$ cat config.mk
export PLATFORM = sky130hd
export DESIGN_NAME = csi2_rx_front_end
export DESIGN_NICKNAME = d
export VERILOG_FILES = /design/src/core/csi2_rx_pkg.sv /design/src/core/csi2_byte_fifo.sv /design/src/core/csi2_rx_front_end.sv
export VERILOG_INCLUDE_DIRS = /design/src /design/src/core
export SDC_FILE = /design/constraint.sdc
export NUM_CORES = 1
export LEC_CHECK = 0
export BUFFER_PORTS_ARGS = -buffer_cell sky130_fd_sc_hd__buf_2
export CORE_MARGIN = 3
export CORE_UTILIZATION = 51
export DETAILED_ROUTE_END_ITERATION = 7
export GPL_ROUTABILITY_DRIVEN = 0
export GPL_TIMING_DRIVEN = 0
export PLACE_DENSITY = 0.68
export SYNTH_ARGS = -nofsm -noshare
export SYNTH_HDL_FRONTEND = slang
export SYNTH_HIERARCHICAL = 1
export SYNTH_SLANG_ARGS = --single-unit
$ cat constraint.sdc
create_clock -name mclk -period 4.8 [get_ports mclk]
set_input_delay 0.48 -clock mclk [delete_from_list [all_inputs] [get_ports mclk]]
set_output_delay 0.48 -clock mclk [all_outputs]
set_load 0.01 [all_outputs]
$ cat src/core/csi2_rx_defs.svh
// Constant values for the camera serial lane receive front end.
// Assumes inclusion by bare name from any core file that needs it.
`ifndef CSI2_RX_DEFS_SVH
`define CSI2_RX_DEFS_SVH

// ----------------------------------------------------------------
// Low-power line states as {p, n}
// ----------------------------------------------------------------
`define LP_STOP        2'b11
`define LP_HS_RQST     2'b01
`define LP_BRIDGE      2'b00

// ----------------------------------------------------------------
// Lane and packet layer constants
// ----------------------------------------------------------------
`define NUM_DLANES     4
`define CLK_LANE       4
`define HS_SYNC_BYTE   8'hb8
`define SHORT_DT_MAX   6'h0f
`define DT_FRAME_START 6'h00
`define DT_FRAME_END   6'h01
`define HDR_BYTES      2'h3
`define CRC_INIT       16'hffff
`define CRC_POLY       16'h8408
`define FIFO_WIDTH     9
`define FIFO_DEPTH     8

`endif

$ cat src/core/csi2_rx_pkg.sv
// Types shared by the lane receive front end files.
// Assumes nothing beyond a SystemVerilog compiler.
package csi2_rx_pkg;

  // Per-lane sequencing state
  typedef enum logic [2:0] {
    LS_IDLE,
    LS_STOP,
    LS_RQST,
    LS_HS
  } lane_st_t;

  // Packet parser state
  typedef enum logic [2:0] {
    PS_HDR,
    PS_PAY,
    PS_FTR,
    PS_SKIP
  } pkt_st_t;

endpackage

$ cat src/core/csi2_byte_fifo.sv
// Small synchronous FIFO with a registered output stage.
// Assumes one clock, synchronous active-high reset and a clock enable.
`timescale 1ns/1ps
`default_nettype none

module csi2_byte_fifo #(
  parameter int W = 9,
  parameter int D = 8
) (
  // Clock and reset
  input  wire logic         mclk,
  input  wire logic         srst,
  input  wire logic         ce,
  // Fill side
  input  wire logic         in_valid,
  input  wire logic [W-1:0] in_data,
  output logic              in_ready,
  // Drain side
  output logic              out_valid,
  output logic [W-1:0]      out_data,
  input  wire logic         out_ready
);

  localparam int AW = (D > 1) ? $clog2(D) : 1;
  localparam int CW = $clog2(D + 1);

  logic [W-1:0]  mem_ff [D];
  logic [AW-1:0] wr_ptr_ff, nxt_wr_ptr;
  logic [AW-1:0] rd_ptr_ff, nxt_rd_ptr;
  logic [CW-1:0] cnt_ff, nxt_cnt;
  logic          oval_ff, nxt_oval;
  logic [W-1:0]  odat_ff, nxt_odat;
  logic          push;
  logic          pop;

  function automatic logic [AW-1:0] ptr_inc(input logic [AW-1:0] p);
    ptr_inc = (p == AW'(D - 1)) ? '0 : AW'(p + 1'b1);
  endfunction

  assign in_ready  = (cnt_ff != CW'(D));
  assign out_valid = oval_ff;
  assign out_data  = odat_ff;

  always_comb begin
    push       = in_valid && in_ready;
    pop        = (cnt_ff != '0) && (!oval_ff || out_ready);
    nxt_wr_ptr = push ? ptr_inc(wr_ptr_ff) : wr_ptr_ff;
    nxt_rd_ptr = pop ? ptr_inc(rd_ptr_ff) : rd_ptr_ff;
    nxt_cnt    = CW'(cnt_ff + CW'(push) - CW'(pop));
    nxt_oval   = pop ? 1'b1 : (out_ready ? 1'b0 : oval_ff);
    nxt_odat   = pop ? mem_ff[rd_ptr_ff] : odat_ff;
  end

  always_ff @(posedge mclk) begin
    if (srst) begin
      wr_ptr_ff <= '0;
      rd_ptr_ff <= '0;
      cnt_ff    <= '0;
      oval_ff   <= 1'b0;
      odat_ff   <= '0;
    end else if (ce) begin
      wr_ptr_ff <= nxt_wr_ptr;
      rd_ptr_ff <= nxt_rd_ptr;
      cnt_ff    <= nxt_cnt;
      oval_ff   <= nxt_oval;
      odat_ff   <= nxt_odat;
    end
  end

  // Storage needs no reset; only words behind the count are ever read
  always_ff @(posedge mclk) begin
    if (ce && push) begin
      mem_ff[wr_ptr_ff] <= in_data;
    end
  end

endmodule

`default_nettype wire

$ cat src/core/csi2_rx_front_end.sv
// Lane sequencing, byte recovery, lane merge and packet parsing for a
// camera serial link receiver. Assumes all lane pins are asynchronous to
// mclk and that the lane clock is slow enough to be oversampled by mclk.
`timescale 1ns/1ps
`default_nettype none

`include "csi2_rx_defs.svh"

module csi2_rx_front_end
  import csi2_rx_pkg::*;
(
  // Clock, reset, enable
  input  wire logic       mclk,
  input  wire logic       srst,
  input  wire logic       ce,
  // Configuration
  input  wire logic       cfg_cont_clk,
  input  wire logic [1:0] cfg_lanes,
  input  wire logic       err_clr,
  // Lane pins
  input  wire logic       clk_lp_p,
  input  wire logic       clk_lp_n,
  input  wire logic       clk_hs,
  input  wire logic [3:0] dat_lp_p,
  input  wire logic [3:0] dat_lp_n,
  input  wire logic [3:0] dat_hs,
  // Termination enables
  output logic            clk_term_en,
  output logic [3:0]      dat_term_en,
  // Short packets
  output logic            short_valid,
  output logic [7:0]      short_id,
  output logic [15:0]     short_data,
  output logic            in_frame,
  // Payload stream
  output logic            pix_valid,
  output logic [7:0]      pix_data,
  output logic            pix_last,
  input  wire logic       pix_ready,
  // Status
  output logic            ecc_corr,
  output logic            ecc_err,
  output logic            crc_err,
  output logic            ovf_err
);

  // ----------------------------------------------------------------
  // Functions
  // ----------------------------------------------------------------
  function automatic logic [3:0] lane_mask(input logic [1:0] cfg);
    case (cfg)
      2'h1:    lane_mask = 4'h3;
      2'h2:    lane_mask = 4'hf;
      default: lane_mask = 4'h1;
    endcase
  endfunction

  // Stop state is the only way out of high speed; LP-10 escape entry
  // just falls back to waiting for a stop state
  function automatic lane_st_t lane_next(input lane_st_t st, input logic [1:0] lp);
    case (st)
      LS_IDLE: lane_next = (lp == `LP_STOP) ? LS_STOP : LS_IDLE;
      LS_STOP: begin
        if (lp == `LP_STOP) lane_next = LS_STOP;
        else if (lp == `LP_HS_RQST) lane_next = LS_RQST;
        else lane_next = LS_IDLE;
      end
      LS_RQST: begin
        if (lp == `LP_BRIDGE) lane_next = LS_HS;
        else if (lp == `LP_HS_RQST) lane_next = LS_RQST;
        else if (lp == `LP_STOP) lane_next = LS_STOP;
        else lane_next = LS_IDLE;
      end
      LS_HS:   lane_next = (lp == `LP_STOP) ? LS_STOP : LS_HS;
      default: lane_next = LS_IDLE;
    endcase
  endfunction

  function automatic logic [5:0] ecc_col(input int i);
    case (i)
      0: ecc_col = 6'h07;   1: ecc_col = 6'h0b;   2: ecc_col = 6'h0d;
      3: ecc_col = 6'h0e;   4: ecc_col = 6'h13;   5: ecc_col = 6'h15;
      6: ecc_col = 6'h16;   7: ecc_col = 6'h19;   8: ecc_col = 6'h1a;
      9: ecc_col = 6'h1c;   10: ecc_col = 6'h23;  11: ecc_col = 6'h25;
      12: ecc_col = 6'h26;  13: ecc_col = 6'h29;  14: ecc_col = 6'h2a;
      15: ecc_col = 6'h2c;  16: ecc_col = 6'h31;  17: ecc_col = 6'h32;
      18: ecc_col = 6'h34;  19: ecc_col = 6'h38;  20: ecc_col = 6'h1f;
      21: ecc_col = 6'h2f;  22: ecc_col = 6'h37;  23: ecc_col = 6'h3b;
      default: ecc_col = 6'h00;
    endcase
  endfunction

  // Returns {two_bit_error, corrected, fixed_header}
  function automatic logic [25:0] ecc_fix(input logic [23:0] h, input logic [5:0] code);
    logic [5:0]  syn;
    logic [23:0] fixed;
    logic        hit;
    syn   = code;
    fixed = h;
    hit   = 1'b0;
    for (int i = 0; i < 24; i++) begin
      if (h[i]) syn = syn ^ ecc_col(i);
    end
    for (int i = 0; i < 24; i++) begin
      if (syn != 6'h00 && ecc_col(i) == syn) begin
        fixed[i] = ~h[i];
        hit      = 1'b1;
      end
    end
    if (syn == 6'h00) ecc_fix = {2'b00, fixed};
    else if (hit || ((syn & (syn - 6'h01)) == 6'h00)) ecc_fix = {2'b01, fixed};
    else ecc_fix = {2'b10, h};
  endfunction

  // Reflected CCITT polynomial, least significant bit first
  function automatic logic [15:0] crc_byte(input logic [15:0] c, input logic [7:0] d);
    logic [15:0] r;
    r = c;
    for (int i = 0; i < 8; i++) begin
      r = (r[0] ^ d[i]) ? ((r >> 1) ^ `CRC_POLY) : (r >> 1);
    end
    crc_byte = r;
  endfunction

  // ----------------------------------------------------------------
  // Pin synchronisers
  // ----------------------------------------------------------------
  // Every lane pin is only sampled; nothing here drives back
  logic [9:0] lp_s1_ff, lp_s2_ff, nxt_lp_s1;
  logic [4:0] hs_s1_ff, hs_s2_ff, nxt_hs_s1;
  logic       clk_d_ff;

  always_comb begin
    for (int l = 0; l < `NUM_DLANES; l++) begin
      nxt_lp_s1[2*l+1 -: 2] = {dat_lp_p[l], dat_lp_n[l]};
    end
    nxt_lp_s1[9:8] = {clk_lp_p, clk_lp_n};
    nxt_hs_s1      = {clk_hs, dat_hs};
  end

  always_ff @(posedge mclk) begin
    if (srst) begin
      lp_s1_ff <= 10'h3ff;
      lp_s2_ff <= 10'h3ff;
      hs_s1_ff <= 5'h00;
      hs_s2_ff <= 5'h00;
      clk_d_ff <= 1'b0;
    end else if (ce) begin
      lp_s1_ff <= nxt_lp_s1;
      lp_s2_ff <= lp_s1_ff;
      hs_s1_ff <= nxt_hs_s1;
      hs_s2_ff <= hs_s1_ff;
      clk_d_ff <= hs_s2_ff[`CLK_LANE];
    end
  end

  // ----------------------------------------------------------------
  // Lane sequencing and termination
  // ----------------------------------------------------------------
  lane_st_t   lst_ff [5];
  lane_st_t   nxt_lst [5];
  logic [4:0] term_ff, nxt_term;
  logic [3:0] mask;

  always_comb begin
    mask = lane_mask(cfg_lanes);
    for (int l = 0; l < 5; l++) begin
      nxt_lst[l] = lane_next(lst_ff[l], lp_s2_ff[2*l+1 -: 2]);
      if (l < `NUM_DLANES && !mask[2'(l)]) nxt_lst[l] = LS_IDLE;
      if (l == `CLK_LANE && cfg_cont_clk) nxt_lst[l] = LS_HS;
      nxt_term[l] = (nxt_lst[l] == LS_HS);
    end
  end

  always_ff @(posedge mclk) begin
    if (srst) begin
      for (int l = 0; l < 5; l++) lst_ff[l] <= LS_IDLE;
      term_ff <= 5'h00;
    end else if (ce) begin
      for (int l = 0; l < 5; l++) lst_ff[l] <= nxt_lst[l];
      term_ff <= nxt_term;
    end
  end

  assign clk_term_en = term_ff[`CLK_LANE];
  assign dat_term_en = term_ff[3:0];

  // ----------------------------------------------------------------
  // Byte recovery and lane merge
  // ----------------------------------------------------------------
  // Bits are taken on both lane clock edges; a lane locks its byte
  // boundary on the sync byte, which absorbs lane-to-lane bit skew
  logic [7:0] sh_ff [4];
  logic [7:0] nxt_sh [4];
  logic [7:0] lbyte_ff [4];
  logic [7:0] nxt_lbyte [4];
  logic [2:0] bcnt_ff [4];
  logic [2:0] nxt_bcnt [4];
  logic [3:0] algn_ff, nxt_algn, have_ff, nxt_have;
  logic       mrg_ff, nxt_mrg;
  logic [1:0] midx_ff, nxt_midx;
  logic       ovf_ff, nxt_ovf;
  logic       edge_seen;
  logic       burst_on;
  logic       mb_valid;
  logic [7:0] mb_data;
  logic       pkt_ready;
  logic [7:0] shn;
  logic [1:0] last_idx;

  always_comb begin
    edge_seen = (hs_s2_ff[`CLK_LANE] != clk_d_ff) && (lst_ff[`CLK_LANE] == LS_HS);
    burst_on  = (lst_ff[0] == LS_HS);
    last_idx  = (mask == 4'hf) ? 2'h3 : ((mask == 4'h3) ? 2'h1 : 2'h0);
    nxt_have  = have_ff;
    nxt_mrg   = mrg_ff;
    nxt_midx  = midx_ff;
    nxt_ovf   = err_clr ? 1'b0 : ovf_ff;
    mb_valid  = mrg_ff;
    mb_data   = lbyte_ff[midx_ff];
    shn       = 8'h00;
    if (mrg_ff && pkt_ready) begin
      nxt_have[midx_ff] = 1'b0;
      nxt_midx          = 2'(midx_ff + 2'h1);
      if (midx_ff == last_idx) begin
        nxt_mrg  = 1'b0;
        nxt_midx = 2'h0;
      end
    end else if (!mrg_ff && ((have_ff & mask) == mask)) begin
      nxt_mrg  = 1'b1;
      nxt_midx = 2'h0;
    end
    for (int l = 0; l < `NUM_DLANES; l++) begin
      nxt_sh[l]    = sh_ff[l];
      nxt_lbyte[l] = lbyte_ff[l];
      nxt_bcnt[l]  = bcnt_ff[l];
      nxt_algn[l]  = algn_ff[l];
      if (lst_ff[l] != LS_HS) begin
        nxt_sh[l]   = 8'h00;
        nxt_bcnt[l] = 3'h0;
        nxt_algn[l] = 1'b0;
      end else if (edge_seen) begin
        shn       = {hs_s2_ff[l], sh_ff[l][7:1]};
        nxt_sh[l] = shn;
        if (!algn_ff[l]) begin
          nxt_algn[l] = (shn == `HS_SYNC_BYTE);
          nxt_bcnt[l] = 3'h0;
        end else begin
          nxt_bcnt[l] = 3'(bcnt_ff[l] + 3'h1);
          if (bcnt_ff[l] == 3'h7) begin
            nxt_lbyte[l] = shn;
            if (have_ff[l]) nxt_ovf = 1'b1;
            nxt_have[l] = 1'b1; // A fresh byte wins over the merge clear
          end
        end
      end
    end
    // Bytes left over when the burst ends are not a whole word group
    if (!burst_on) begin
      nxt_have = 4'h0;
      nxt_mrg  = 1'b0;
      nxt_midx = 2'h0;
    end
  end

  always_ff @(posedge mclk) begin
    if (srst) begin
      for (int l = 0; l < `NUM_DLANES; l++) begin
        sh_ff[l]    <= 8'h00;
        lbyte_ff[l] <= 8'h00;
        bcnt_ff[l]  <= 3'h0;
      end
      algn_ff <= 4'h0;
      have_ff <= 4'h0;
      mrg_ff  <= 1'b0;
      midx_ff <= 2'h0;
      ovf_ff  <= 1'b0;
    end else if (ce) begin
      for (int l = 0; l < `NUM_DLANES; l++) begin
        sh_ff[l]    <= nxt_sh[l];
        lbyte_ff[l] <= nxt_lbyte[l];
        bcnt_ff[l]  <= nxt_bcnt[l];
      end
      algn_ff <= nxt_algn;
      have_ff <= nxt_have;
      mrg_ff  <= nxt_mrg;
      midx_ff <= nxt_midx;
      ovf_ff  <= nxt_ovf;
    end
  end

  // ----------------------------------------------------------------
  // Packet parser
  // ----------------------------------------------------------------
  pkt_st_t     pst_ff, nxt_pst;
  logic [1:0]  pcnt_ff, nxt_pcnt;
  logic [23:0] hdr_ff, nxt_hdr;
  logic [15:0] wc_ff, nxt_wc;
  logic [15:0] crc_ff, nxt_crc;
  logic [7:0]  flo_ff, nxt_flo;
  logic        sval_ff, nxt_sval;
  logic [7:0]  sid_ff, nxt_sid;
  logic [15:0] sdat_ff, nxt_sdat;
  logic        infr_ff, nxt_infr;
  logic        ecor_ff, nxt_ecor;
  logic        eerr_ff, nxt_eerr;
  logic        cerr_ff, nxt_cerr;
  logic        fifo_rdy;
  logic        fifo_wr;
  logic [25:0] fix;

  always_comb begin
    nxt_pst  = pst_ff;
    nxt_pcnt = pcnt_ff;
    nxt_hdr  = hdr_ff;
    nxt_wc   = wc_ff;
    nxt_crc  = crc_ff;
    nxt_flo  = flo_ff;
    nxt_sval = 1'b0;
    nxt_sid  = sid_ff;
    nxt_sdat = sdat_ff;
    nxt_infr = infr_ff;
    nxt_ecor = 1'b0;
    nxt_eerr = err_clr ? 1'b0 : eerr_ff;
    nxt_cerr = err_clr ? 1'b0 : cerr_ff;
    fix      = ecc_fix({mb_data[7:0], hdr_ff[23:8]}, 6'h00);
    // Payload outside a frame is dropped, so it never stalls the merge
    pkt_ready = (pst_ff != PS_PAY) || fifo_rdy || !infr_ff;
    fifo_wr   = mb_valid && burst_on && (pst_ff == PS_PAY) && infr_ff;
    if (!burst_on) begin
      nxt_pst  = PS_HDR;
      nxt_pcnt = 2'h0;
    end else if (mb_valid && pkt_ready) begin
      nxt_pcnt = 2'(pcnt_ff + 2'h1);
      case (pst_ff)
        PS_HDR: begin
          nxt_hdr = {mb_data, hdr_ff[23:8]};
          if (pcnt_ff == `HDR_BYTES) begin
            fix      = ecc_fix(hdr_ff, mb_data[5:0]);
            nxt_pcnt = 2'h0;
            nxt_ecor = fix[24];
            if (fix[25]) begin
              nxt_eerr = 1'b1;
              nxt_pst  = PS_SKIP;
            end else if (fix[5:0] <= `SHORT_DT_MAX) begin
              nxt_sval = 1'b1;
              nxt_sid  = fix[7:0];
              nxt_sdat = fix[23:8];
              if (fix[5:0] == `DT_FRAME_START) nxt_infr = 1'b1;
              if (fix[5:0] == `DT_FRAME_END) nxt_infr = 1'b0;
            end else begin
              nxt_wc  = fix[23:8];
              nxt_crc = `CRC_INIT;
              nxt_pst = (fix[23:8] == 16'h0000) ? PS_FTR : PS_PAY;
            end
          end
        end
        PS_PAY: begin
          nxt_pcnt = 2'h0;
          nxt_crc  = crc_byte(crc_ff, mb_data);
          nxt_wc   = 16'(wc_ff - 16'h0001);
          if (wc_ff == 16'h0001) nxt_pst = PS_FTR;
        end
        PS_FTR: begin
          nxt_flo = mb_data;
          if (pcnt_ff == 2'h1) begin
            nxt_pcnt = 2'h0;
            nxt_pst  = PS_HDR;
            if ({mb_data, flo_ff} != crc_ff) nxt_cerr = 1'b1;
          end
        end
        PS_SKIP: nxt_pcnt = 2'h0;
        default: nxt_pst = PS_HDR;
      endcase
    end
  end

  always_ff @(posedge mclk) begin
    if (srst) begin
      pst_ff  <= PS_HDR;
      pcnt_ff <= 2'h0;
      hdr_ff  <= 24'h000000;
      wc_ff   <= 16'h0000;
      crc_ff  <= `CRC_INIT;
      flo_ff  <= 8'h00;
      sval_ff <= 1'b0;
      sid_ff  <= 8'h00;
      sdat_ff <= 16'h0000;
      infr_ff <= 1'b0;
      ecor_ff <= 1'b0;
      eerr_ff <= 1'b0;
      cerr_ff <= 1'b0;
    end else if (ce) begin
      pst_ff  <= nxt_pst;
      pcnt_ff <= nxt_pcnt;
      hdr_ff  <= nxt_hdr;
      wc_ff   <= nxt_wc;
      crc_ff  <= nxt_crc;
      flo_ff  <= nxt_flo;
      sval_ff <= nxt_sval;
      sid_ff  <= nxt_sid;
      sdat_ff <= nxt_sdat;
      infr_ff <= nxt_infr;
      ecor_ff <= nxt_ecor;
      eerr_ff <= nxt_eerr;
      cerr_ff <= nxt_cerr;
    end
  end

  assign short_valid = sval_ff;
  assign short_id    = sid_ff;
  assign short_data  = sdat_ff;
  assign in_frame    = infr_ff;
  assign ecc_corr    = ecor_ff;
  assign ecc_err     = eerr_ff;
  assign crc_err     = cerr_ff;
  assign ovf_err     = ovf_ff;

  // ----------------------------------------------------------------
  // Payload buffer
  // ----------------------------------------------------------------
  csi2_byte_fifo #(
    .W (`FIFO_WIDTH),
    .D (`FIFO_DEPTH)
  ) u_fifo (
    .mclk      (mclk),
    .srst      (srst),
    .ce        (ce),
    .in_valid  (fifo_wr),
    .in_data   ({(wc_ff == 16'h0001), mb_data}),
    .in_ready  (fifo_rdy),
    .out_valid (pix_valid),
    .out_data  ({pix_last, pix_data}),
    .out_ready (pix_ready)
  );

endmodule

`default_nettype wire

Word level (Yosys, flattened, before mapping)
Memories as Yosys holds them, arrays and structs flattened. A register that Yosys moved wholly into a read port is not among the register bits. Cells that the tools add are included. Widths: inputs -> output; s select.

Add/sub/neg operators: 12. Order comparisons: 3. Eq/ne operators: 112. Muxes and demuxes: 616. Bitwise gates (word level): 86. Reductions and logical operators: 86.

Operator list (number): $mux 6 (336); $mux 8 (32); $mux 16 (14); $mux 26 (6); $mux 1 (145); $eq 6x6->1 (24); $xor 6x6->6 (24); $mux 3 (33); $mux 2 (37); $pmux 16 s2 (2); $eq 3x2->1 const B (17); $pmux 2 s4 (5); $logic_and 1x1->1 (34); $eq 8x8->1 const B (4); $not 1->1 (25); $ne 4x4->1 const B (6); $not 2->3 (8); $reduce_and 7->1 (3); $reduce_and 5->1 (4); $add 3x1->3 const B (6); $eq 3x1->1 const B (6); $eq 3x3->1 const B (6); $logic_not 3->1 (6); $logic_not 6->1 (3); other kinds (46) (129).

Register bits after elaboration: 157. RAM bits: 163. Input bits: 23. Output and inout port bits: 45. Logic and storage cells: 951. Memories kept: 5.

Memory list: u_fifo.mem_ff (words 8, width 9, rd ports 1, clocked after memory_dff 1, write ports 1, RTL line csi2_byte_fifo.sv:27) `logic [W-1:0] mem_ff [D];`; lbyte_ff (words 4, width 8, rd ports 1, clocked after memory_dff 1, write ports 4, RTL line csi2_rx_front_end.sv:195) `logic [7:0] lbyte_ff [4];`; sh_ff (words 4, width 8, rd ports 4, clocked after memory_dff 0, write ports 4, RTL line csi2_rx_front_end.sv:193) `logic [7:0] sh_ff [4];`; lst_ff (words 5, width 3, rd ports 5, clocked after memory_dff 0, write ports 5, RTL line csi2_rx_front_end.sv:160) `lane_st_t lst_ff [5];`; bcnt_ff (words 4, width 3, rd ports 4, clocked after memory_dff 0, write ports 4, RTL line csi2_rx_front_end.sv:197) `logic [2:0] bcnt_ff [4];`.

Logic depth before layout (Yosys ltp)
Gate-level depths: netlist of run 1.

Depth after elaboration: 195. Gate-level depth with buffers: 15. Mapped depth without buffers: 11.

Hierarchy
The synthesis of run 1 kept the hierarchy.

By module, submodules not included: csi2_rx_front_end (instances 1, cells an instance 1219, area an instance 11955.2 um2, sequential area each 5405.2 um2); csi2_byte_fifo (instances 1, cells an instance 226, area an instance 3796.1 um2, sequential area each 2562.5 um2).

Worst setup path after synthesis of run 1
OpenSTA, ideal clock, no wires.

Path kind: reg2reg. Start point: reg hdr_ff[23]. End point: reg wc_ff[1]. Setup time: 0.116 ns. Data arrival time: 3.219 ns. Required time: 4.684 ns. Path slack: 1.465 ns. Cell stages (with the launch flop): 14. Path buffers: 4. Clock period less this slack: 3.335 ns. Cells stage by stage: dfxtp_1 -> buf_2 -> xnor2_1 -> xnor3_2 -> xnor3_1 -> buf_4 -> nor2b_1 -> or4_1 -> a31oi_1 -> nor3_2 -> a31o_1 -> buf_6 -> buf_6 -> a41o_1.

Longest elaborated chain between the ends: 46. Elaborated cells between the ends (all ways): 108. Classes of those cells: add/sub (1); order compare (1); eq/ne (26); mux (50); bitwise (1); reduce/logical (29).

RTL lines: from (decl) (RTL line csi2_rx_front_end.sv:297) `logic [23:0] hdr_ff, nxt_hdr;`; from (signal assigned) (RTL line csi2_rx_front_end.sv:396) `hdr_ff <= nxt_hdr;`; $mux 6 * (RTL line csi2_rx_front_end.sv:102) `if (h[i]) syn = syn ^ ecc_col(i);`; $mux 6 * (RTL line csi2_rx_front_end.sv:338) `` if (pcnt_ff == `HDR_BYTES) begin ``; $mux 6 * (RTL line csi2_rx_front_end.sv:335) `case (pst_ff)`; $mux 6 * (RTL line csi2_rx_front_end.sv:333) `end else if (mb_valid && pkt_ready) begin`; $mux 6 * (RTL line csi2_rx_front_end.sv:330) `if (!burst_on) begin`; $eq 6x6->1 / $reduce_bool 6->1 (equally long branches) (RTL line csi2_rx_front_end.sv:105) `if (syn != 6'h00 && ecc_col(i) == syn) begin`; $logic_and 1x1->1 (RTL line csi2_rx_front_end.sv:105); $mux 1 (24 in a row) (RTL line csi2_rx_front_end.sv:105); (+4 left out); $logic_or 1x1->1 (RTL line csi2_rx_front_end.sv:111) `else if (hit || ((syn & (syn - 6'h01)) == 6'h00)) ecc_fix = {2'b01, fixed};`; $mux 26 (RTL line csi2_rx_front_end.sv:111); $mux 26 * (RTL line csi2_rx_front_end.sv:110) `if (syn == 6'h00) ecc_fix = {2'b00, fixed};`; $mux 26 * (RTL line csi2_rx_front_end.sv:338); $mux 26 * (RTL line csi2_rx_front_end.sv:335); $mux 26 * (RTL line csi2_rx_front_end.sv:333); $mux 26 * (RTL line csi2_rx_front_end.sv:330); branches (longest 4 deep; another with $le 6x4->1); to (signal assigned) (RTL line csi2_rx_front_end.sv:397) `wc_ff <= nxt_wc;`; to (decl) (RTL line csi2_rx_front_end.sv:298) `logic [15:0] wc_ff, nxt_wc;`.

Every way passes the cells marked *. The select of a mux whose other input is x is not followed. A chain may end at the register's enable or synchronous reset.

==> results, run 1 <==
- The run finished with clean final reports.
- Summing all multi-input logic gate instances after layout gives 0.00716 mm².
- For this run, the slowest stage of the critical path takes 510 ps.
- The total count of max-transition violations in the final report was 0.
- The die is 182 µm tall.
- The post-placement cell area is 0.0166 mm².
- The final total negative setup slack is 0 ps.
- After clock tree synthesis, the clock-pin slew on the worst setup and hold paths is 60 ps.
- The cell repeated most along the worst path is sky130_fd_sc_hd__buf_2.
- The HPWL after detailed placement is 27700 µm.
- For this run the aggregate overflow at the end of global routing stands at 0.
- Of all nets on the critical path, the largest fanout is 13.
- In the final routed layout, each cell accounts on average for 19.7 µm.
- Buffers added to address setup during post-CTS repair amount to 0.
- The initial utilization of the core area, before any placement, comes to 52.4%.
- Setup repair after global routing left no endpoint under its margin.
- The first detailed-routing pass ran for 7 iterations.
- The via count of the first global-routing pass is 11065.
- The number of gates resized after CTS was 0.
- Data on the critical path arrives at its endpoint at 4500 ps.
- In this run, synthesis inferred 154 flip-flops with an integrated enable.
- The final net count is 1624.
- 68 I/O pins were placed.
- The slowest library cell on the worst path is sky130_fd_sc_hd__mux4_2.
- The worst slew margin relative to its limit is 22.4%.
- The cell count after synthesis is 1445.
- The worst slack at placement is 775 ps.
- The destination of the worst register-to-register timing path is pst_ff[0]$_SDFFE_PP0P_.
- The endpoint class of the critical path is a register.
- The start-to-end type of the worst setup path is reg2reg.
- The minimum clock period is 4110 ps.
- The total standard cell area after synthesis is 0.0158 mm².
- The setup slack of the most critical reg-to-reg path is 690 ps.
- The worst hold path begins at clk_lp_n.
- After synthesis the netlist holds a flip-flop and latch count of 321.
- The aggregate global-route resource usage is 23.4%.
- The max-capacitance violation count is 0.
- The smallest hold slack is 165 ps.
- The leakage power summed over all cells is 0.00683 µW.
- For the worst-skew pair, the clock arrives at the later sink with an insertion delay of 520 ps.
- Traced cell by cell, the critical path runs through buf_6 > mux4_2 > buf_2 > xnor2_1 > xnor2_2 > xor2_1 > buf_2 > nand2_1 > o31a_1 > nor4_1 > nand4_1 > nor4_2 > o21ai_0.
- Counting every sink on the clock net gives 321.
- The required time of the worst setup path is 5190 ps.
- The total detailed-routing wirelength is 38900 µm.
- The hold buffer count at CTS is 0.
- The end point of the worst hold path is lp_s1_ff[8]$_SDFFE_PP1P_.
- The remaining design rule violation count is 0.
- The minimum setup slack in the final design is 688 ps.
- The die footprint is 0.0330 mm².
- The kind of cell with the highest combined delay along the critical path is simple AND/OR/NAND/NOR gates.
- The detail route stage leaves a number of antenna-violating nets equal to 0.
- In the final layout, flip-flops and latches occupy 0.00797 mm².
- The power per unit of standard cell area is 377 mW/mm².
- The number of antenna diodes in the final layout is 0.
- The post-synthesis async set-or-reset flop share is 0%.
- The count of H-tree levels built during CTS is 2.
- The number of different library cells used by synthesis comes to 85.
- The detailed router finished its first iteration with 954 violations.
- At the pin with the least slew margin, the transition time is 1150 ps.
- VDD sags by at most 0.262 mV.
- The largest net degree at the start of global routing is 16.
- The via count is 11479.
- The main flop type after synthesis is sky130_fd_sc_hd__dfxtp_1.
- The cell at the root of the clock tree is sky130_fd_sc_hd__clkbuf_16.
- The average via count per standard cell is 5.83.
- In this run the standard cell core region covers 0.0300 mm².
- The type of the tightest min-delay check is in2reg.
- The number of buffer cells added on primary ports is 66.
- The longest clock path from root to sink contains 3 buffers.
- When the netlist entered floorplanning its net count stood at 1517.
- The number of setup violations in the final report is 0.
- On the final layout, the worst clock skew is 14.7 ps.
- In the post-synthesis netlist, the biggest area contributors are sky130_fd_sc_hd__edfxtp_1 29%, sky130_fd_sc_hd__dfxtp_1 21%, sky130_fd_sc_hd__ha_1 3.8%.
- The global-route wire length before repair is 62100 µm.
- The number of hold violations in the final report is 0.
- The area growth from synthesis to layout is 13.1%.
- The period utilization is 85.7%.
- The portion of synthesized cell area occupied by the leading cell type is 29.4%.
- The critical path contains buffers and inverters numbering 3 combined.
- The worst hold path was traced through 3 stages.
- The width of the chip is 182 µm.
- The maximum clock frequency is 243 MHz.
- The initial antenna violation count came to 1.
- Cells with a size suffix above 1 make up 14.4% of the layout.
- The number of inserted filler cells in the final layout is 2496.
- The count of synthesis-stage warnings from yosys is 6.
- The number of buffers created by CTS is 36.
- The library cell occupying the most area in the post-synthesis netlist is sky130_fd_sc_hd__edfxtp_1.
- STA classifies the critical path startpoint as a register.
- After floorplanning, the core was divided into 63 placement rows.
- The cell depth of the worst flop-to-flop path is 13.
- For this run, the register share of the synthesized area comes to 50.6%.
- A synthesized cell averages 10.9 µm².
- After routing the design area is 0.0178 mm².
- TritonCTS built the clock tree.
## kinds of logic after synthesis
group                      Yosys count  share of synthesized area (%)
AOI/OAI and AO/OA                  277                           11.4
xor gates and xnor gates           105                           7.71
and+or+nand+nor                    486                           15.6
muxes                               72                           6.64
buffers and inverters              134                           4.14
adders and majority gates           50                           4.00
DFF                                321                           50.6
## how the worst max path moves through the flow
| stage | startpoint | to | slack [ps] | depth (start not counted) |
|---|---|---|---|---|
| 5_1_grt | register | pst_ff[0]$_SDFFE_PP0P_ | 380 | 12 |
| 3_5_place_dp | register | pst_ff[0]$_SDFFE_PP0P_ | 780 | 12 |
| 3_3_place_gp | register | pst_ff[0]$_SDFFE_PP0P_ | 820 | 13 |
| 2_1_floorplan | hdr_ff[23]$_SDFFE_PP0P_ | wc_ff[1]$_SDFFE_PP0P_ | 1460 | 13 |
| 6_report | register | pst_ff[0]$_SDFFE_PP0P_ | 690 | 13 |
| 4_1_cts | register | pst_ff[0]$_SDFFE_PP0P_ | 730 | 12 |
## Yosys cell counts, drive strengths merged (8+ instances only)
library cell and count:
and3 11, nand2 152, a31oi 27, a21oi 75
xnor3 17, nor2b 8, edfxtp 154, dfxtp 167
inv 43, nor4 30, xnor2 65, a211oi 33
mux2i 46, ha 48, and2 66, xor2 21
nor2 104, o22ai 20, o21ai 51, nor3 35
mux4 26, nand3 18, nand4 13, clkbuf 49
o211ai 11, buf 41
## flip-flops by register name, summed over array words and instances, names as in the netlist, 3 cells and up, named ones only
signal	flops
u_fifo/mem_ff	72
lbyte_ff	32
sh_ff	28
hdr_ff	24
crc_ff	16
short_data	16
wc_ff	16
bcnt_ff	12
lp_s1_ff	10
lp_s2_ff	10
lst_ff	10
u_fifo/out_data	9
flo_ff	8
short_id	8
hs_s1_ff	5
hs_s2_ff	5
term_ff	5
algn_ff	4
have_ff	4
u_fifo/cnt_ff	4
u_fifo/rd_ptr_ff	3
u_fifo/wr_ptr_ff	3
## cells in the final DEF (no fill, tap or decap), types with 46 or more instances in the layout
master	n
sky130_fd_sc_hd__and2_1	66
sky130_fd_sc_hd__xnor2_1	61
sky130_fd_sc_hd__buf_2	88
sky130_fd_sc_hd__nor2_1	104
sky130_fd_sc_hd__a21oi_1	75
sky130_fd_sc_hd__edfxtp_1	154
sky130_fd_sc_hd__ha_1	48
sky130_fd_sc_hd__nand2_1	152
sky130_fd_sc_hd__dfxtp_1	167
sky130_fd_sc_hd__clkbuf_1	50
sky130_fd_sc_hd__mux2i_1	46
## per-layer routing
| metal | vias to the layer above | part of all wire [%] | GRT usage [%] |
|---|---|---|---|
| li1 | 5480 | - | - |
| met1 | 5546 | 45 | 33.8 |
| met2 | 381 | 46 | 36.5 |
| met3 | 70 | 6.4 | 3.93 |
| met4 | 2 | 2.9 | 6.95 |
| met5 | - | 0.033 | 0 |
## metrics by stage
step	power (µW)	util, %	instances
detailed placement	3990	55.3	1904
global route	6990	59.3	1970
floorplan	3740	-	1445
global placement	3970	55.2	1901
finish	6720	59.3	1970
CTS	6770	59.3	1970
## tightest hold or removal path, stage by stage
cell and delay, ps:
sky130_fd_sc_hd__buf_2 70, sky130_fd_sc_hd__mux2i_1 50, sky130_fd_sc_hd__nand2_1 50
## area by class of cell
| class | instances | area share (%) |
|---|---|---|
| Clock buffer | 40 | 5.20 |
| Timing Repair Buffer | 69 | 1.97 |
| Buffer | 90 | 2.73 |
| Clock inverter | 26 | 1.55 |
| Tap cell | 390 | 2.74 |
| Inverter | 44 | 0.927 |
| Multi-Input combinational cell | 990 | 40.2 |
| Sequential cell | 321 | 44.7 |
## where the power goes
group / internal [µW] / total (µW) / switching (µW)
clock network: 1630 / 2780 / 1150
registers: 2970 / 3050 / 77.3
logic: 370 / 886 / 517
total: 4970 / 6720 / 1740
Power figures use the tool's default switching activity.
==> run 2, diff against run 1 <==
Settings changed: REMOVE_ABC_BUFFERS set to 1.
Clock period 4.8 ns to 3.8 ns, I/O delays scaled along.
==> results, run 2 (synthesis gave the netlist of run 1 again) <==
- Outcome: complete, no violations (unchanged).
- The via count of the first global-routing pass came to 10836 (was 11065).
- The share of total power consumed by net switching was 25.0% (was 25.9%).
- Largest registers: u_fifo/mem_ff (72), lbyte_ff (32), sh_ff (28) (unchanged).
- The leading cell type in the layout, fill and taps excluded was sky130_fd_sc_hd__edfxtp_1 (was sky130_fd_sc_hd__dfxtp_1).
- The cell depth of the worst flop-to-flop path is 13 (unchanged).
- Highest-count cells in the layout ignoring fill and taps: 154 x sky130_fd_sc_hd__edfxtp_1, 150 x sky130_fd_sc_hd__nand2_1, 150 x sky130_fd_sc_hd__dfxtp_1, 101 x sky130_fd_sc_hd__nor2_1, 75 x sky130_fd_sc_hd__a21oi_1 (was 167 x sky130_fd_sc_hd__dfxtp_1, 154 x sky130_fd_sc_hd__edfxtp_1, 152 x sky130_fd_sc_hd__nand2_1, 104 x sky130_fd_sc_hd__nor2_1, 88 x sky130_fd_sc_hd__buf_2).
- The final net count is 1576 (was 1624).
- The startpoint class of the critical path is a register (unchanged).
- The global-route wire length before repair is 59800 µm (was 62100 µm).
- The largest net degree at the start of global routing is 73 (was 16).
- The setup slack of the most critical reg-to-reg path is 80 ps (was 690 ps).
- The power spent charging and discharging nets came to 2110 µW (was 1740 µW).
- The start-to-end type of the worst setup path is reg2reg (unchanged).
- The antenna diode count is 0 (unchanged).
- The worst slew margin relative to its limit came to 30.6% (was 22.4%).
- The register with the most flip-flops was u_fifo/mem_ff (unchanged).
- The max-capacitance violation count is 0 (unchanged).
- The width of the chip was 182 µm (unchanged).
- The y dimension of the die is 182 µm (unchanged).
- The remaining design rule violation count is 0 (unchanged).
- The power per unit of standard cell area is 469 mW/mm² (was 377 mW/mm²).
- The register area is 0.00799 mm² (was 0.00797 mm²).
- The worst clock skew was 21.7 ps (was 14.7 ps).
- The HPWL after detailed placement is 24000 µm (was 27700 µm).
- The hold buffer count at CTS is 0 (unchanged).
- The clock latency on the worst-skew pair is 520 ps (about the same).
- The destination of the worst register-to-register timing path is crc_ff[7]$_SDFFE_PP1P_ (was pst_ff[0]$_SDFFE_PP0P_).
- The internal cell power is 6340 µW (was 4970 µW).
- The clock edge transition at the registers on the reported setup and hold paths is 60 ps (about the same).
- The average via count per standard cell came to 5.93 (was 5.83).
- The number of standard-cell rows in the floorplan is 63 (unchanged).
- The period utilization is 97.9% (was 85.7%).
- The relative contribution of sequential cells to total power was 46.2% (was 45.4%).
- The number of inserted filler cells in the final layout came to 2423 (was 2496).
- The total count of max-transition violations in the final report was 0 (unchanged).
- The total grt overflow is 0 (unchanged).
- The required time of the worst setup path is 4150 ps (was 5190 ps).
- The total core area is 0.0300 mm² (unchanged).
- The count of H-tree levels built during CTS is 2 (unchanged).
- The clock tree from TritonCTS is done (unchanged).
- The arrival time at the worst endpoint was 4070 ps (was 4500 ps).
- The part of the power in combinational logic came to 12.6% (was 13.2%).
- The worst slack at placement is -1010 ps (was 775 ps).
- The type of the tightest min-delay check was in2reg (unchanged).
- The maximum fanout count along the critical path came to 10 (was 13).
- The endpoint class of the critical path is a register (unchanged).
- The cell at the root of the clock tree is sky130_fd_sc_hd__clkbuf_16 (unchanged).
- The number of setup violations in the final report came to 0 (unchanged).
- The number of buffer cells added on primary ports was 67 (was 66).
- The flip-flop count of the largest register after layout is 72 (unchanged).
- The die footprint is 0.0330 mm² (unchanged).
- The minimum setup slack in the final design is 80.0 ps (was 688 ps).
- The detailed-router iteration count before antenna repair was 5 (was 7).
- The initial detailed-routing violation count came to 1011 (was 954).
- The capture point of the critical path is crc_ff[7]$_SDFFE_PP1P_ (was pst_ff[0]$_SDFFE_PP0P_).
- The leakage power summed over all cells is 0.00681 µW (was 0.00683 µW).
- The worst min-delay path startpoint is dat_lp_p[2] (was clk_lp_n).
- The fraction of the core area covered by cells at the end of the flow is 60.0% (was 59.3%).
- The post-detailed-route count of antenna-violating nets is 0 (unchanged).
- The worst-case clock buffer depth came to 3 (unchanged).
- The maximum clock frequency is 269 MHz (was 243 MHz).
- The starting utilization of the core area is 52.4% (unchanged).
- The wire length per cell was 19.7 µm (about the same).
- The via count is 11403 (was 11479).
- The worst supply voltage drop on vdd is 0.381 mV (was 0.262 mV).
- The minimum clock period is 3720 ps (was 4110 ps).
- The layout overhead on the synthesized area was 14.3% (was 13.1%).
- The fraction of layout cells with a size suffix above 1 was 17.4% (was 14.4%).
- The number of placed I/O pins is 68 (unchanged).
- The share of power burned in the clock network is 41.2% (was 41.4%).
- The transition time at the pin with the least slew margin was 1030 ps (was 1150 ps).
- The clock sink count is 321 (unchanged).
- The number of buffers created by CTS is 36 (unchanged).
- The area of combinational cells with multiple inputs is 0.00744 mm² (was 0.00716 mm²).
- The total detailed-routing wirelength was 37800 µm (was 38900 µm).
- The aggregate global-route resource usage came to 22.3% (was 23.4%).
- The number of hold violations in the final report is 0 (unchanged).
- The initial antenna violation count was 0 (was 1).
[run 2: cell count changes in the layout (fill, tap and decap cells not counted), sizes merged]
cell    change
bufinv      -3
inv         -6
clkbuf     -34
buf         -3
and4        +4
clkinv      -6
[run 2: timing repair]
action / 4_1_cts / 5_1_grt
resized for setup: 35 / 31
gates cloned: 4 / 0
pin swaps: 4 / 13
endpoints found under the setup margin: 171 / 107
setup buffers: 8 / 27
[run 2: worst max-delay path: stages, from the launching register on]
cell,delay (ps)
sky130_fd_sc_hd__dfxtp_4,420
sky130_fd_sc_hd__buf_4,130
sky130_fd_sc_hd__mux4_2,590
sky130_fd_sc_hd__xnor3_2,530
sky130_fd_sc_hd__buf_4,160
sky130_fd_sc_hd__nor2b_4,40
sky130_fd_sc_hd__or4_1,560
sky130_fd_sc_hd__a31oi_4,210
sky130_fd_sc_hd__nor3_4,60
sky130_fd_sc_hd__buf_4,170
sky130_fd_sc_hd__a31o_4,290
sky130_fd_sc_hd__buf_12,160
sky130_fd_sc_hd__a21oi_1,140
sky130_fd_sc_hd__o21ai_1,70
[run 2: worst min path at each step]
stage,slack (ps),to,cells past startpoint
after global routing,90,lp_s1_ff[5]$_SDFFE_PP1P_,3
after detailed placement,440,term_ff[1]$_SDFFE_PP0P_,2
after floorplan,440,lp_s1_ff[0]$_SDFFE_PP1P_,2
after global placement,440,term_ff[1]$_SDFFE_PP0P_,2
final,80,lp_s1_ff[5]$_SDFFE_PP1P_,3
after CTS,70,lp_s1_ff[4]$_SDFFE_PP1P_,3
[run 2: area by class of cell]
class	instances	share of cell area [%]
clock buffer	55	6.22
clock inverter	11	0.514
inverter	44	0.945
multi-input combinational	994	41.3
sequential	321	44.4
tap	390	2.71
timing repair buffer	107	3.92
[run 2: power by group through the flow]
| stage | registers (µW) | logic (µW) | clock network [µW] |
|---|---|---|---|
| after floorplan | 3960 | 690 | 0 |
| after global placement | 3980 | 954 | 0 |
| after detailed placement | 3990 | 988 | 0 |
| after CTS | 3910 | 1030 | 3560 |
| after global routing | 3930 | 1180 | 3690 |
| final | 3910 | 1060 | 3480 |
[run 2: through the flow]
stage	total power (µW)	hold WS, ps	area [µm²]	std cells	setup TNS, ps
6_report	8450	83.3	18000	1922	0
2_1_floorplan	4650	442	15300	1355	-21380
3_3_place_gp	4940	441	16100	1812	-492470
4_1_cts	8490	68.9	17700	1895	-10.8
3_5_place_dp	4970	435	16200	1817	-90620
5_1_grt	8800	90.9	18000	1922	-69.6
[run 2: metal layers]
layer	track usage (%)	wire, µm
met3	4.35	2540
met5	0	0
met4	5.94	833
met2	35.9	17900
met1	31.3	16500
